--- src/verilog/mrssd_pkg.sv ---
// Operation
// - return restores pc, sets global interrupt enable
// - rotate left memory byte in place
// - rotate left into accumulator, memory kept
// - rotate left through carry into memory
// - rotate left through carry into accumulator
// - rotate right memory byte in place
// - rotate right into accumulator, memory kept
// - rotate right through carry into memory
// - rotate right through carry into accumulator
// - subtract with borrow into accumulator, flags
// - subtract with borrow into memory, flags
// - decrement memory, skip when zero
// - decrement into accumulator, skip when zero
// - set whole memory byte to ones
// - set selected memory bit only
// - increment memory, skip when zero
// - increment into accumulator, skip when zero
// - skip when selected bit is one
package mrssd_pkg;

  // ----------------------------------------------------------------
  // widths and reset values
  // ----------------------------------------------------------------
  localparam int          DATA_W       = 8;
  localparam int          PC_W         = 12;
  localparam int          BIT_SEL_W    = 3;
  localparam int          MSB          = DATA_W - 1;
  localparam logic [7:0]  BYTE_ONES    = 8'hFF;
  localparam logic [7:0]  BYTE_ZERO    = 8'h00;
  localparam logic [7:0]  BYTE_ONE     = 8'h01;
  localparam logic [7:0]  ACC_RST      = 8'h00;
  localparam logic        FLAG_RST     = 1'b0;
  localparam logic        GIE_RST      = 1'b0;
  localparam int          HALF_BIT     = 4;
  localparam int          DUMMY_CYCLES = 1;

  // ----------------------------------------------------------------
  // operation selects
  // ----------------------------------------------------------------
  typedef enum logic [4:0] {
    op_none,
    op_return_from_interrupt,
    op_rotate_left_mem,
    op_rotate_left_to_acc,
    op_rotate_left_carry_mem,
    op_rotate_left_carry_to_acc,
    op_rotate_right_mem,
    op_rotate_right_to_acc,
    op_rotate_right_carry_mem,
    op_rotate_right_carry_to_acc,
    op_subtract_borrow_to_acc,
    op_subtract_borrow_to_mem,
    op_decrement_skip_zero,
    op_decrement_skip_zero_to_acc,
    op_set_byte,
    op_set_bit,
    op_increment_skip_zero,
    op_increment_skip_zero_to_acc,
    op_bit_nonzero_skip
  } mrssd_op_e;

  // result of the add-with-inverted-operand path
  typedef struct packed {
    logic [7:0] sum;
    logic       carry;
    logic       half_carry;
    logic       overflow;
  } mrssd_sum_s;

endpackage

--- src/verilog/mrssd_alu_if.sv ---
`timescale 1ns/1ps
interface mrssd_alu_if;
  import mrssd_pkg::*;

  // operands
  mrssd_op_e  op;
  logic [2:0] bit_sel;
  logic [7:0] mem;
  logic [7:0] acc;
  logic       carry;
  // results
  logic [7:0] result;
  logic       carry_out;
  logic       overflow;
  logic       half_carry;
  logic       zero;
  logic       wr_mem;
  logic       wr_acc;
  logic       wr_carry;
  logic       wr_arith;
  logic       skip;
  logic       pc_load;

  modport calc (input op, bit_sel, mem, acc, carry,
                output result, carry_out, overflow, half_carry, zero,
                       wr_mem, wr_acc, wr_carry, wr_arith, skip, pc_load);
  modport user (output op, bit_sel, mem, acc, carry,
                input result, carry_out, overflow, half_carry, zero,
                      wr_mem, wr_acc, wr_carry, wr_arith, skip, pc_load);
endinterface

--- src/verilog/mrssd_core.sv ---
`timescale 1ns/1ps
module mrssd_core (
  // clock and reset
  input  wire  logic                  i_ref_clk,
  input  wire  logic                  i_resetn,
  // instruction request from fetch/decode
  input  wire  logic                  i_op_valid,
  input  wire  mrssd_pkg::mrssd_op_e  i_op,
  input  wire  logic [2:0]            i_bit_sel,
  input  wire  logic [7:0]            i_addr,
  output logic                        o_ready,
  // data memory operand and write port
  input  wire  logic [7:0]            i_mem_rdata,
  output logic                        o_mem_we,
  output logic [7:0]                  o_mem_addr,
  output logic [7:0]                  o_mem_wdata,
  // stack and program counter
  input  wire  logic [11:0]           i_stack_top,
  output logic                        o_stack_pop,
  output logic                        o_pc_load,
  output logic [11:0]                 o_pc_value,
  // fetch control
  output logic                        o_skip,
  output logic                        o_done,
  // interrupt enable
  input  wire  logic                  i_gie_clear,
  output logic                        o_global_interrupt_enable,
  // accumulator and status flags
  output logic [7:0]                  o_accumulator,
  output logic                        o_carry_flag,
  output logic                        o_zero_flag,
  output logic                        o_overflow_flag,
  output logic                        o_half_carry_flag
);
  import mrssd_pkg::*;

  // ----------------------------------------------------------------
  // sequencing state
  // ----------------------------------------------------------------
  typedef enum logic {
    st_run,
    st_dummy
  } mrssd_state_e;

  mrssd_state_e state;
  mrssd_state_e next_state;
  logic         take;

  // ----------------------------------------------------------------
  // operation unit
  // ----------------------------------------------------------------
  mrssd_alu_if alu_bus ();

  // operands: memory byte, accumulator and carry
  assign alu_bus.op      = i_op;
  assign alu_bus.bit_sel = i_bit_sel;
  assign alu_bus.mem     = i_mem_rdata;
  assign alu_bus.acc     = o_accumulator;
  assign alu_bus.carry   = o_carry_flag;

  mrssd_alu u_alu (
    .a (alu_bus.calc)
  );

  // ----------------------------------------------------------------
  // request handshake
  // ----------------------------------------------------------------
  // no request taken during the dummy cycle
  assign o_ready = (state == st_run);
  assign take    = i_op_valid && o_ready;

  // skip inserts one dummy cycle
  always_comb
  begin
    next_state = state;
    case (state)
      st_run:   next_state = (take && alu_bus.skip) ? st_dummy : st_run;
      st_dummy: next_state = st_run;
      default:  next_state = st_run;
    endcase
  end

  // state register
  always_ff @(posedge i_ref_clk or negedge i_resetn)
  begin
    if (!i_resetn)
      state <= st_run;
    else
      state <= next_state;
  end

  // ----------------------------------------------------------------
  // accumulator and flags
  // ----------------------------------------------------------------
  // accumulator written by the to-accumulator forms
  always_ff @(posedge i_ref_clk or negedge i_resetn)
  begin
    if (!i_resetn)
      o_accumulator <= ACC_RST;
    else if (take && alu_bus.wr_acc)
      o_accumulator <= alu_bus.result;
  end

  // carry altered only by through-carry rotates and subtracts
  always_ff @(posedge i_ref_clk or negedge i_resetn)
  begin
    if (!i_resetn)
      o_carry_flag <= FLAG_RST;
    else if (take && alu_bus.wr_carry)
      o_carry_flag <= alu_bus.carry_out;
  end

  // overflow, zero and half carry only from subtracts
  always_ff @(posedge i_ref_clk or negedge i_resetn)
  begin
    if (!i_resetn)
    begin
      o_overflow_flag   <= FLAG_RST;
      o_zero_flag       <= FLAG_RST;
      o_half_carry_flag <= FLAG_RST;
    end
    else if (take && alu_bus.wr_arith)
    begin
      o_overflow_flag   <= alu_bus.overflow;
      o_zero_flag       <= alu_bus.zero;
      o_half_carry_flag <= alu_bus.half_carry;
    end
  end

  // global enable: set by return, set wins over clear
  always_ff @(posedge i_ref_clk or negedge i_resetn)
  begin
    if (!i_resetn)
      o_global_interrupt_enable <= GIE_RST;
    else if (take && alu_bus.pc_load)
      o_global_interrupt_enable <= 1'b1;
    else if (i_gie_clear)
      o_global_interrupt_enable <= 1'b0;
  end

  // ----------------------------------------------------------------
  // memory write port
  // ----------------------------------------------------------------
  // write pulse one cycle after the request
  always_ff @(posedge i_ref_clk or negedge i_resetn)
  begin
    if (!i_resetn)
      o_mem_we <= 1'b0;
    else
      o_mem_we <= take && alu_bus.wr_mem;
  end

  // address and data held until the next request
  always_ff @(posedge i_ref_clk or negedge i_resetn)
  begin
    if (!i_resetn)
    begin
      o_mem_addr  <= BYTE_ZERO;
      o_mem_wdata <= BYTE_ZERO;
    end
    else if (take)
    begin
      o_mem_addr  <= i_addr;
      o_mem_wdata <= alu_bus.result;
    end
  end

  // ----------------------------------------------------------------
  // program counter, stack and fetch control
  // ----------------------------------------------------------------
  // pop the stack into the program counter on return
  always_ff @(posedge i_ref_clk or negedge i_resetn)
  begin
    if (!i_resetn)
    begin
      o_pc_load   <= 1'b0;
      o_stack_pop <= 1'b0;
      o_pc_value  <= 12'h000;
    end
    else
    begin
      o_pc_load   <= take && alu_bus.pc_load;
      o_stack_pop <= take && alu_bus.pc_load;
      if (take && alu_bus.pc_load)
        o_pc_value <= i_stack_top;
    end
  end

  // discard pulse and completion pulse
  always_ff @(posedge i_ref_clk or negedge i_resetn)
  begin
    if (!i_resetn)
    begin
      o_skip <= 1'b0;
      o_done <= 1'b0;
    end
    else
    begin
      o_skip <= take && alu_bus.skip;
      o_done <= take;
    end
  end

  // ----------------------------------------------------------------
  // checking helpers
  // ----------------------------------------------------------------
  // operands captured at the request edge
  mrssd_op_e  chk_op;
  logic [7:0] chk_mem;
  logic [7:0] chk_acc;
  logic [2:0] chk_bit;
  logic       chk_carry;
  logic [8:0] chk_diff;

  always_ff @(posedge i_ref_clk or negedge i_resetn)
  begin
    if (!i_resetn)
    begin
      chk_op    <= op_none;
      chk_mem   <= BYTE_ZERO;
      chk_acc   <= BYTE_ZERO;
      chk_bit   <= 3'h0;
      chk_carry <= 1'b0;
    end
    else if (take)
    begin
      chk_op    <= i_op;
      chk_mem   <= i_mem_rdata;
      chk_acc   <= o_accumulator;
      chk_bit   <= i_bit_sel;
      chk_carry <= o_carry_flag;
    end
  end

  // reference sum of accumulator, inverted operand and carry
  assign chk_diff = {1'b0, chk_acc} + {1'b0, ~chk_mem} + {8'h00, chk_carry};
endmodule

--- src/verilog/mrssd_alu.sv ---
`timescale 1ns/1ps
module mrssd_alu (
  // operands in, results out
  mrssd_alu_if.calc a
);
  import mrssd_pkg::*;

  // accumulator plus inverted operand plus carry
  function automatic mrssd_sum_s sub_borrow(input logic [7:0] x, input logic [7:0] m,
                                            input logic c);
    logic [8:0] full;
    logic [4:0] low;
    mrssd_sum_s s;
    full         = {1'b0, x} + {1'b0, ~m} + {8'h00, c};
    low          = {1'b0, x[3:0]} + {1'b0, ~m[3:0]} + {4'h0, c};
    s.sum        = full[7:0];
    s.carry      = full[8];
    s.half_carry = low[HALF_BIT];
    s.overflow   = (x[MSB] == ~m[MSB]) && (full[MSB] != x[MSB]);
    return s;
  endfunction

  // zero test shared by skip decisions and flag
  function automatic logic is_zero(input logic [7:0] v);
    return v == BYTE_ZERO;
  endfunction

  mrssd_sum_s diff;
  assign diff = sub_borrow(a.acc, a.mem, a.carry);

  // decode and compute one operation
  always_comb
  begin
    a.result     = a.mem;
    a.carry_out  = a.carry;
    a.overflow   = diff.overflow;
    a.half_carry = diff.half_carry;
    a.wr_mem     = 1'b0;
    a.wr_acc     = 1'b0;
    a.wr_carry   = 1'b0;
    a.wr_arith   = 1'b0;
    a.skip       = 1'b0;
    a.pc_load    = 1'b0;
    case (a.op)
      op_return_from_interrupt:
        a.pc_load = 1'b1;
      op_rotate_left_mem:
      begin
        a.result = {a.mem[6:0], a.mem[MSB]};
        a.wr_mem = 1'b1;
      end
      op_rotate_left_to_acc:
      begin
        a.result = {a.mem[6:0], a.mem[MSB]};
        a.wr_acc = 1'b1;
      end
      op_rotate_left_carry_mem,
      op_rotate_left_carry_to_acc:
      begin
        a.result    = {a.mem[6:0], a.carry};
        a.carry_out = a.mem[MSB];
        a.wr_carry  = 1'b1;
        a.wr_mem    = (a.op == op_rotate_left_carry_mem);
        a.wr_acc    = (a.op == op_rotate_left_carry_to_acc);
      end
      op_rotate_right_mem:
      begin
        a.result = {a.mem[0], a.mem[MSB:1]};
        a.wr_mem = 1'b1;
      end
      op_rotate_right_to_acc:
      begin
        a.result = {a.mem[0], a.mem[MSB:1]};
        a.wr_acc = 1'b1;
      end
      op_rotate_right_carry_mem,
      op_rotate_right_carry_to_acc:
      begin
        a.result    = {a.carry, a.mem[MSB:1]};
        a.carry_out = a.mem[0];
        a.wr_carry  = 1'b1;
        a.wr_mem    = (a.op == op_rotate_right_carry_mem);
        a.wr_acc    = (a.op == op_rotate_right_carry_to_acc);
      end
      op_subtract_borrow_to_acc,
      op_subtract_borrow_to_mem:
      begin
        a.result    = diff.sum;
        a.carry_out = diff.carry;
        a.wr_carry  = 1'b1;
        a.wr_arith  = 1'b1;
        a.wr_mem    = (a.op == op_subtract_borrow_to_mem);
        a.wr_acc    = (a.op == op_subtract_borrow_to_acc);
      end
      op_decrement_skip_zero,
      op_decrement_skip_zero_to_acc:
      begin
        a.result = a.mem - BYTE_ONE;
        a.skip   = is_zero(a.mem - BYTE_ONE);
        a.wr_mem = (a.op == op_decrement_skip_zero);
        a.wr_acc = (a.op == op_decrement_skip_zero_to_acc);
      end
      op_increment_skip_zero,
      op_increment_skip_zero_to_acc:
      begin
        a.result = a.mem + BYTE_ONE;
        a.skip   = is_zero(a.mem + BYTE_ONE);
        a.wr_mem = (a.op == op_increment_skip_zero);
        a.wr_acc = (a.op == op_increment_skip_zero_to_acc);
      end
      op_set_byte:
      begin
        a.result = BYTE_ONES;
        a.wr_mem = 1'b1;
      end
      op_set_bit:
      begin
        a.result = a.mem | (BYTE_ONE << a.bit_sel);
        a.wr_mem = 1'b1;
      end
      op_bit_nonzero_skip:
        a.skip = a.mem[a.bit_sel];
      default:
        a.result = a.mem;
    endcase
  end

  // zero flag value for the subtract forms
  assign a.zero = is_zero(diff.sum);
endmodule

--- config.mk ---
export PLATFORM = sky130hd
export DESIGN_NAME = mrssd_core
export DESIGN_NICKNAME = d
export VERILOG_FILES = /design/src/verilog/mrssd_pkg.sv /design/src/verilog/mrssd_alu_if.sv /design/src/verilog/mrssd_core.sv /design/src/verilog/mrssd_alu.sv
export SDC_FILE = /design/constraint.sdc
export NUM_CORES = 1
export LEC_CHECK = 0
export BUFFER_PORTS_ARGS = -buffer_cell sky130_fd_sc_hd__buf_2
export CORE_MARGIN = 3
export CORE_UTILIZATION = 58
export DETAILED_ROUTE_END_ITERATION = 16
export PLACE_DENSITY = 0.9
export SETUP_SLACK_MARGIN = 0.02
export SYNTH_ARGS = -nofsm -noshare
export SYNTH_HDL_FRONTEND = slang
export SYNTH_SLANG_ARGS = --single-unit
--- constraint.sdc ---
create_clock -name i_ref_clk -period 4.03 [get_ports i_ref_clk]
set_clock_uncertainty 0.2 [all_clocks]
set_input_delay 0.2015 -clock i_ref_clk [delete_from_list [all_inputs] [get_ports i_ref_clk]]
set_output_delay 0.2015 -clock i_ref_clk [all_outputs]
set_load 0.02 [all_outputs]
==> Yosys cells after proc, flatten, opt, wreduce, memory -nomap -nowiden <==
Cells that the tools add are included.
{ "op_classes": {"add_sub_neg": 6, "multipliers": 0, "div": 0, "magnitude_cmp": 1, "n_eq_ne": 20, "n_shift": 1, "mux": 14, "bitwise": 5, "reduce_logical": 24} }
{ "ops": {"columns": ["op", "n"], "rows": [
  ["one-hot mux 8 bit (9 select lines)", 1],
  ["== test 5 x 4 -> 1 bit, second input constant", 8],
  ["zero test 8 bit", 3],
  ["== test 5 x 3 -> 1 bit, second input constant", 4],
  ["OR reduction 2 bit", 8],
  ["== test 5 bit, second input constant", 3],
  ["one-hot mux 1 bit (6 select lines)", 2],
  ["== test 5 x 2 -> 1 bit, second input constant", 2],
  ["adder 8 x 8 -> 9 bit", 1],
  ["adder 9 x 1 -> 9 bit", 1],
  ["adder 8 x 1 -> 8 bit, second input constant", 1],
  ["logical AND 1 bit", 8],
  ["NOT 8 bit", 1],
  ["OR 8 bit", 1],
  ["<< shifter 1 x 3 -> 8 bit, first input constant", 1],
  ["subtractor 8 x 1 -> 8 bit, second input constant", 1],
  ["2-to-1 mux 1 bit", 7],
  ["one-hot mux 1 bit (3 select lines)", 2],
  ["OR reduction 6 bit", 1],
  ["adder 4 x 4 -> 5 bit", 1],
  ["adder 5 x 1 -> 5 bit", 1],
  ["== test 5 x 1 -> 1 bit, second input constant", 1],
  ["less-than comparator 3 x 4 -> 1 bit, second input constant", 1],
  ["NOT 4 bit", 1],
  ["9 further kinds", 10]
]} }
{ "word_totals": {"ff_bits": 46, "latch_bits": 0, "ramBits": 0, "rom_bits": 0, "wordCells": 85, "n_memories": 0} }

==> Longest topological paths before layout <==
{ "depth": {"word_depth": 6, "depth_mapped": 10, "mapped_depth_nobuf": 9} }

==> Cells and area by module <==
A second synthesis with hierarchy kept.
{ "unflattened": {"cells_unflattened": 382, "area_unflattened_um2": 3524.6} }
{ "modules_own_cells": {"columns": ["mod", "instances", "cells_per_inst", "area_per_inst_um2", "seq_area_each_um2"], "rows": [
  ["mrssd_alu", 1, 279, 1809.2, 0.0],
  ["mrssd_core", 1, 103, 1715.4, 1151.1]
]} }

==> Least setup slack after synthesis <==
OpenSTA, ideal clock, no wires.
{ "synth_path": {"kind": "input-to-reg", "start": "in i_mem_rdata[0]", "end": "reg o_accumulator[4]", "setup_ps": 131, "arrival_time_ps": 2404, "t_required_ps": 3699, "setup_slack_ps": 1295, "stages": 10, "cell_sequence": "buf_2 inv_1 fa_1 fa_1 a21o_1 a21oi_1 xnor2_1 a221o_1 nor3_1 a21oi_1"} }
{ "synth_via": {"elab_chain_cells": 4, "word_cells_on_any_way": 6, "cone_classes": "4 x add/sub; 1 x mux; 1 x bitwise"} }
{ "synth_rtl": {"columns": ["item", "line", "source"], "rows": [
  ["start: declaration", "mrssd_core.sv:13", "input wire logic [7:0] i_mem_rdata,"],
  ["NOT 8 bit", "mrssd_alu.sv:14", "full = {1'b0, x} + {1'b0, ~m} + {8'h00, c};"],
  ["adder 8 x 8 -> 9 bit", "mrssd_alu.sv:14", null],
  ["adder 9 x 1 -> 9 bit", "mrssd_alu.sv:14", null],
  ["one-hot mux 8 bit (9 select lines) (*)", "mrssd_alu.sv:44", "case (a.op)"],
  ["end signal: assignment", "mrssd_core.sv:101", "o_accumulator <= alu_bus.result;"],
  ["end: declaration", "mrssd_core.sv:29", "output logic [7:0] o_accumulator,"]
]} }
Every way passes the cells marked *; elsewhere a longest branch is shown, timed or not.
A chain may end at the register's enable or synchronous reset.

==> Worst setup path in the final report <==
{ "layout_path": {"start": "reg o_carry_flag", "end": "reg o_accumulator[4]"} }
{ "layout_via": {"elab_chain_cells": 2} }
{ "layout_rtl": {"columns": ["item", "line", "source"], "rows": [
  ["start: declaration", "mrssd_core.sv:30", "output logic o_carry_flag,"],
  ["start signal: assignment", "mrssd_core.sv:110", "o_carry_flag <= alu_bus.carry_out;"],
  ["adder 9 x 1 -> 9 bit", "mrssd_alu.sv:14", null],
  ["one-hot mux 8 bit (9 select lines)", "mrssd_alu.sv:44", null]
]} }
Every way passes these cells.

==> impl_metrics.json <==
{
  "dp_hpwl_um": 7540,
  "grt_pass1_wl_um": 17100,
  "rsz0062_at_grt": "false",
  "portBuffers": 86,
  "period_share_pct": 73.2,
  "ys_ff_latch": 46,
  "cts_root_buffer": "clkbuf_8",
  "insertion_delay_ps": 310,
  "maxSlewViolCount": 0,
  "setup-violations-final": 0,
  "postSynthCellCount": 379,
  "chipWidth_um": 82.8,
  "yosysSeqAreaShare_pct": 33.7,
  "start_util_pct": 61.0,
  "cts_tree": "done",
  "drt_iter0_drc": 423,
  "grtUsageTotal_pct": 33.5,
  "yosysUniqueCellTypes": 75,
  "routedWlPerCell_um": 20.6,
  "outcome": "finished, final reports clean",
  "core_region_area_um2": 5610,
  "drive_above_1_share_pct": 29.3,
  "antenna_found_initial": 0,
  "min_period_ps": 2950,
  "synth_top_flop_cell": "dfrtp_1",
  "layout_setup_ws_ps": 1080,
  "areaGrowthSynthToFinish_pct": 19.6,
  "row_count": 27,
  "crit_arrival_ps": 2920,
  "hold_viol": 0,
  "final_common_cell": "buf_2",
  "p_leak_nw": 1.89,
  "dr.pass1.iters": 5,
  "path_class": "reg -> reg",
  "avgSynthCellArea_um2": 9.03,
  "worstMarginPinSlew_ps": 1030,
  "num_vias": 3469,
  "hold_path.class": "in -> reg",
  "syn-num-nets": 432,
  "fmax_mhz": 339,
  "async_flop_share_pct": 100,
  "ios": 87,
  "drc": 0,
  "avgViaCountPerCell": 6.39,
  "critPathMaxStageDelay_ps": 460,
  "pre_cts_ws_ps": 817,
  "first_global_vias": 3374,
  "final_cell_mix": "86 x buf_2, 49 x nand2_1, 46 x dfrtp_1",
  "slew_headroom_pct": 31.7,
  "vdd_drop_max_mv": 0.298,
  "slowest_stage": "dfrtp_1",
  "crit_path_start_kind": "register",
  "die_h_um": 82.8,
  "fin_area_um2": 4090,
  "yosysWarnings": 0,
  "synth_area_um2": 3420,
  "gr-total-overflow": 0,
  "wl_um": 11200,
  "clk_path_buf_depth": 2,
  "num_antenna_cells": 0,
  "cts.sinks": 46,
  "dpl-instance-area_um2": 3780,
  "cts_made_buffers": 5,
  "h-tree-depth": 2,
  "endpoint_kind": "register",
  "dieArea_um2": 6860,
  "power.density_nw_per_um2": 384,
  "crit_fanout": 5,
  "critPathRequiredTime_ps": 4000,
  "layout.cells.non_filler": 543,
  "nets": 523,
  "place_congestion": 0.982,
  "path_cells": "fa_1 > fa_1 > a21o_1 > a21oi_1 > xnor2_1 > a221o_1 > nor3_1 > a21oi_1",
  "dp.cells": 513,
  "drv_cap": 0,
  "cts.clk_slew.worst_paths_ps": 90,
  "grt_max_degree": 47,
  "finish.utilization_pct": 73.0,
  "tns_ps": 0,
  "ant_nets": 0,
  "synth-edff-count": 0
}
[critical path, delay by kind of cell, from the launching register on]
| kind | cells | cell delay, ps |
|---|---|---|
| xor gates and xnor gates | 1 | 120 |
| DFF | 1 | 460 |
| AOI/OAI and AO/OA | 4 | 900 |
| adders and majority gates | 2 | 860 |
| and+or+nand+nor | 1 | 290 |
[layer usage]
layer / part of all wire, % / wire (µm) / up-vias / GRT usage [%]
li1: - / - / 1561 / -
met1: 38 / 4260 / 1635 / 40.5
met2: 49 / 5490 / 233 / 56.5
met3: 8.4 / 946 / 40 / 7.67
met4: 4.5 / 507 / 0 / 15.4
met5: 0 / 0 / - / 0
[through the flow]
stage / hold WS (ps) / total power, mW
2_1_floorplan: -294 / 1.04
3_3_place_gp: 191 / 1.21
3_5_place_dp: 201 / 1.24
4_1_cts: 120 / 1.54
5_1_grt: 132 / 1.66
6_report: 139 / 1.57
[cell usage after synthesis, types with 4 or more instances]
| library cell | number | share of area (%) |
|---|---|---|
| o22ai_1 | 6 | 1.1 |
| ha_1 | 11 | 4.0 |
| nand3_1 | 12 | 1.8 |
| a221oi_1 | 4 | 1.0 |
| o31ai_1 | 4 | 0.88 |
| clkbuf_1 | 7 | 0.77 |
| mux2i_1 | 5 | 1.5 |
| buf_2 | 9 | 1.3 |
| nor2_1 | 24 | 2.6 |
| xnor2_1 | 12 | 3.1 |
| a21oi_1 | 20 | 2.9 |
| inv_1 | 15 | 1.6 |
| mux2_2 | 16 | 5.3 |
| clkbuf_8 | 5 | 2.0 |
| nand3b_1 | 5 | 1.1 |
| xor2_1 | 5 | 1.3 |
| dfrtp_1 | 46 | 34 |
| a31oi_1 | 11 | 2.0 |
| nand2_1 | 49 | 5.4 |
| nor4_1 | 5 | 0.91 |
| nor3_1 | 6 | 0.88 |
| o21ai_0 | 17 | 2.5 |
[state kept, by name (all words and copies together), names as in the netlist]
| signal | cells |
|---|---|
| o_skip | 1 |
| o_mem_addr | 8 |
| o_pc_load | 1 |
| o_accumulator | 8 |
| o_pc_value | 12 |
| state | 1 |
| o_global_interrupt_enable | 1 |
| o_done | 1 |
| o_zero_flag | 1 |
| o_overflow_flag | 1 |
| o_mem_we | 1 |
| o_carry_flag | 1 |
| o_mem_wdata | 8 |
| o_half_carry_flag | 1 |
[worst paths after layout]
kind / slack (ps) / endpoint / cells past startpoint / from
worst max-delay path: 1080 / o_accumulator[4]$_DFFE_PN0P_ / 8 / o_carry_flag$_DFFE_PN0P_
max in group asynchronous: 2570 / o_overflow_flag$_DFFE_PN0P_ / 2 / i_resetn
min in group asynchronous: 420 / o_pc_value[7]$_DFFE_PN0P_ / 2 / i_resetn
worst max register to register: 1080 / o_accumulator[4]$_DFFE_PN0P_ / 8 / o_carry_flag$_DFFE_PN0P_
worst min-delay path: 140 / state$_DFF_PN0_ / 3 / i_op_valid
worst min register to register: 290 / o_mem_wdata[3]$_DFFE_PN0P_ / 2 / o_mem_wdata[3]$_DFFE_PN0P_
[cell type report]
| type | count | area, µm² |
|---|---|---|
| clock buffer | 5 | 68.8 |
| fill | 427 | 1520 |
| tap | 72 | 90.1 |
| sequential | 46 | 1150 |
| multi-input combinational | 289 | 2020 |
| inverter | 18 | 67.6 |
| clock inverter | 3 | 23.8 |
| timing repair buffer | 110 | 666 |
[logic make-up after synthesis]
| logic type | Yosys count | synth area share, % |
|---|---|---|
| compound gates | 97 | 19.0 |
| fa+ha+maj | 15 | 5.78 |
| buf+inv | 44 | 7.17 |
| simple gates | 135 | 21.1 |
| xor+xnor | 17 | 4.35 |
| flops | 46 | 33.7 |
| mux | 25 | 8.92 |
[where the power goes]
part	switching (mW)	internal (mW)	leakage (nW)	total, mW
clock network	0.170	0.124	0.0408	0.295
logic	0.413	0.264	1.28	0.676
registers	0.0598	0.539	0.570	0.599
[timing repair]
action                                 CTS  global route
endpoints found under the hold margin   67             0
setup buffers                            0             0
gates resized for setup                  0             0
hold buffers                            22             0
Note: power is estimated with default switching activity, not from simulation.
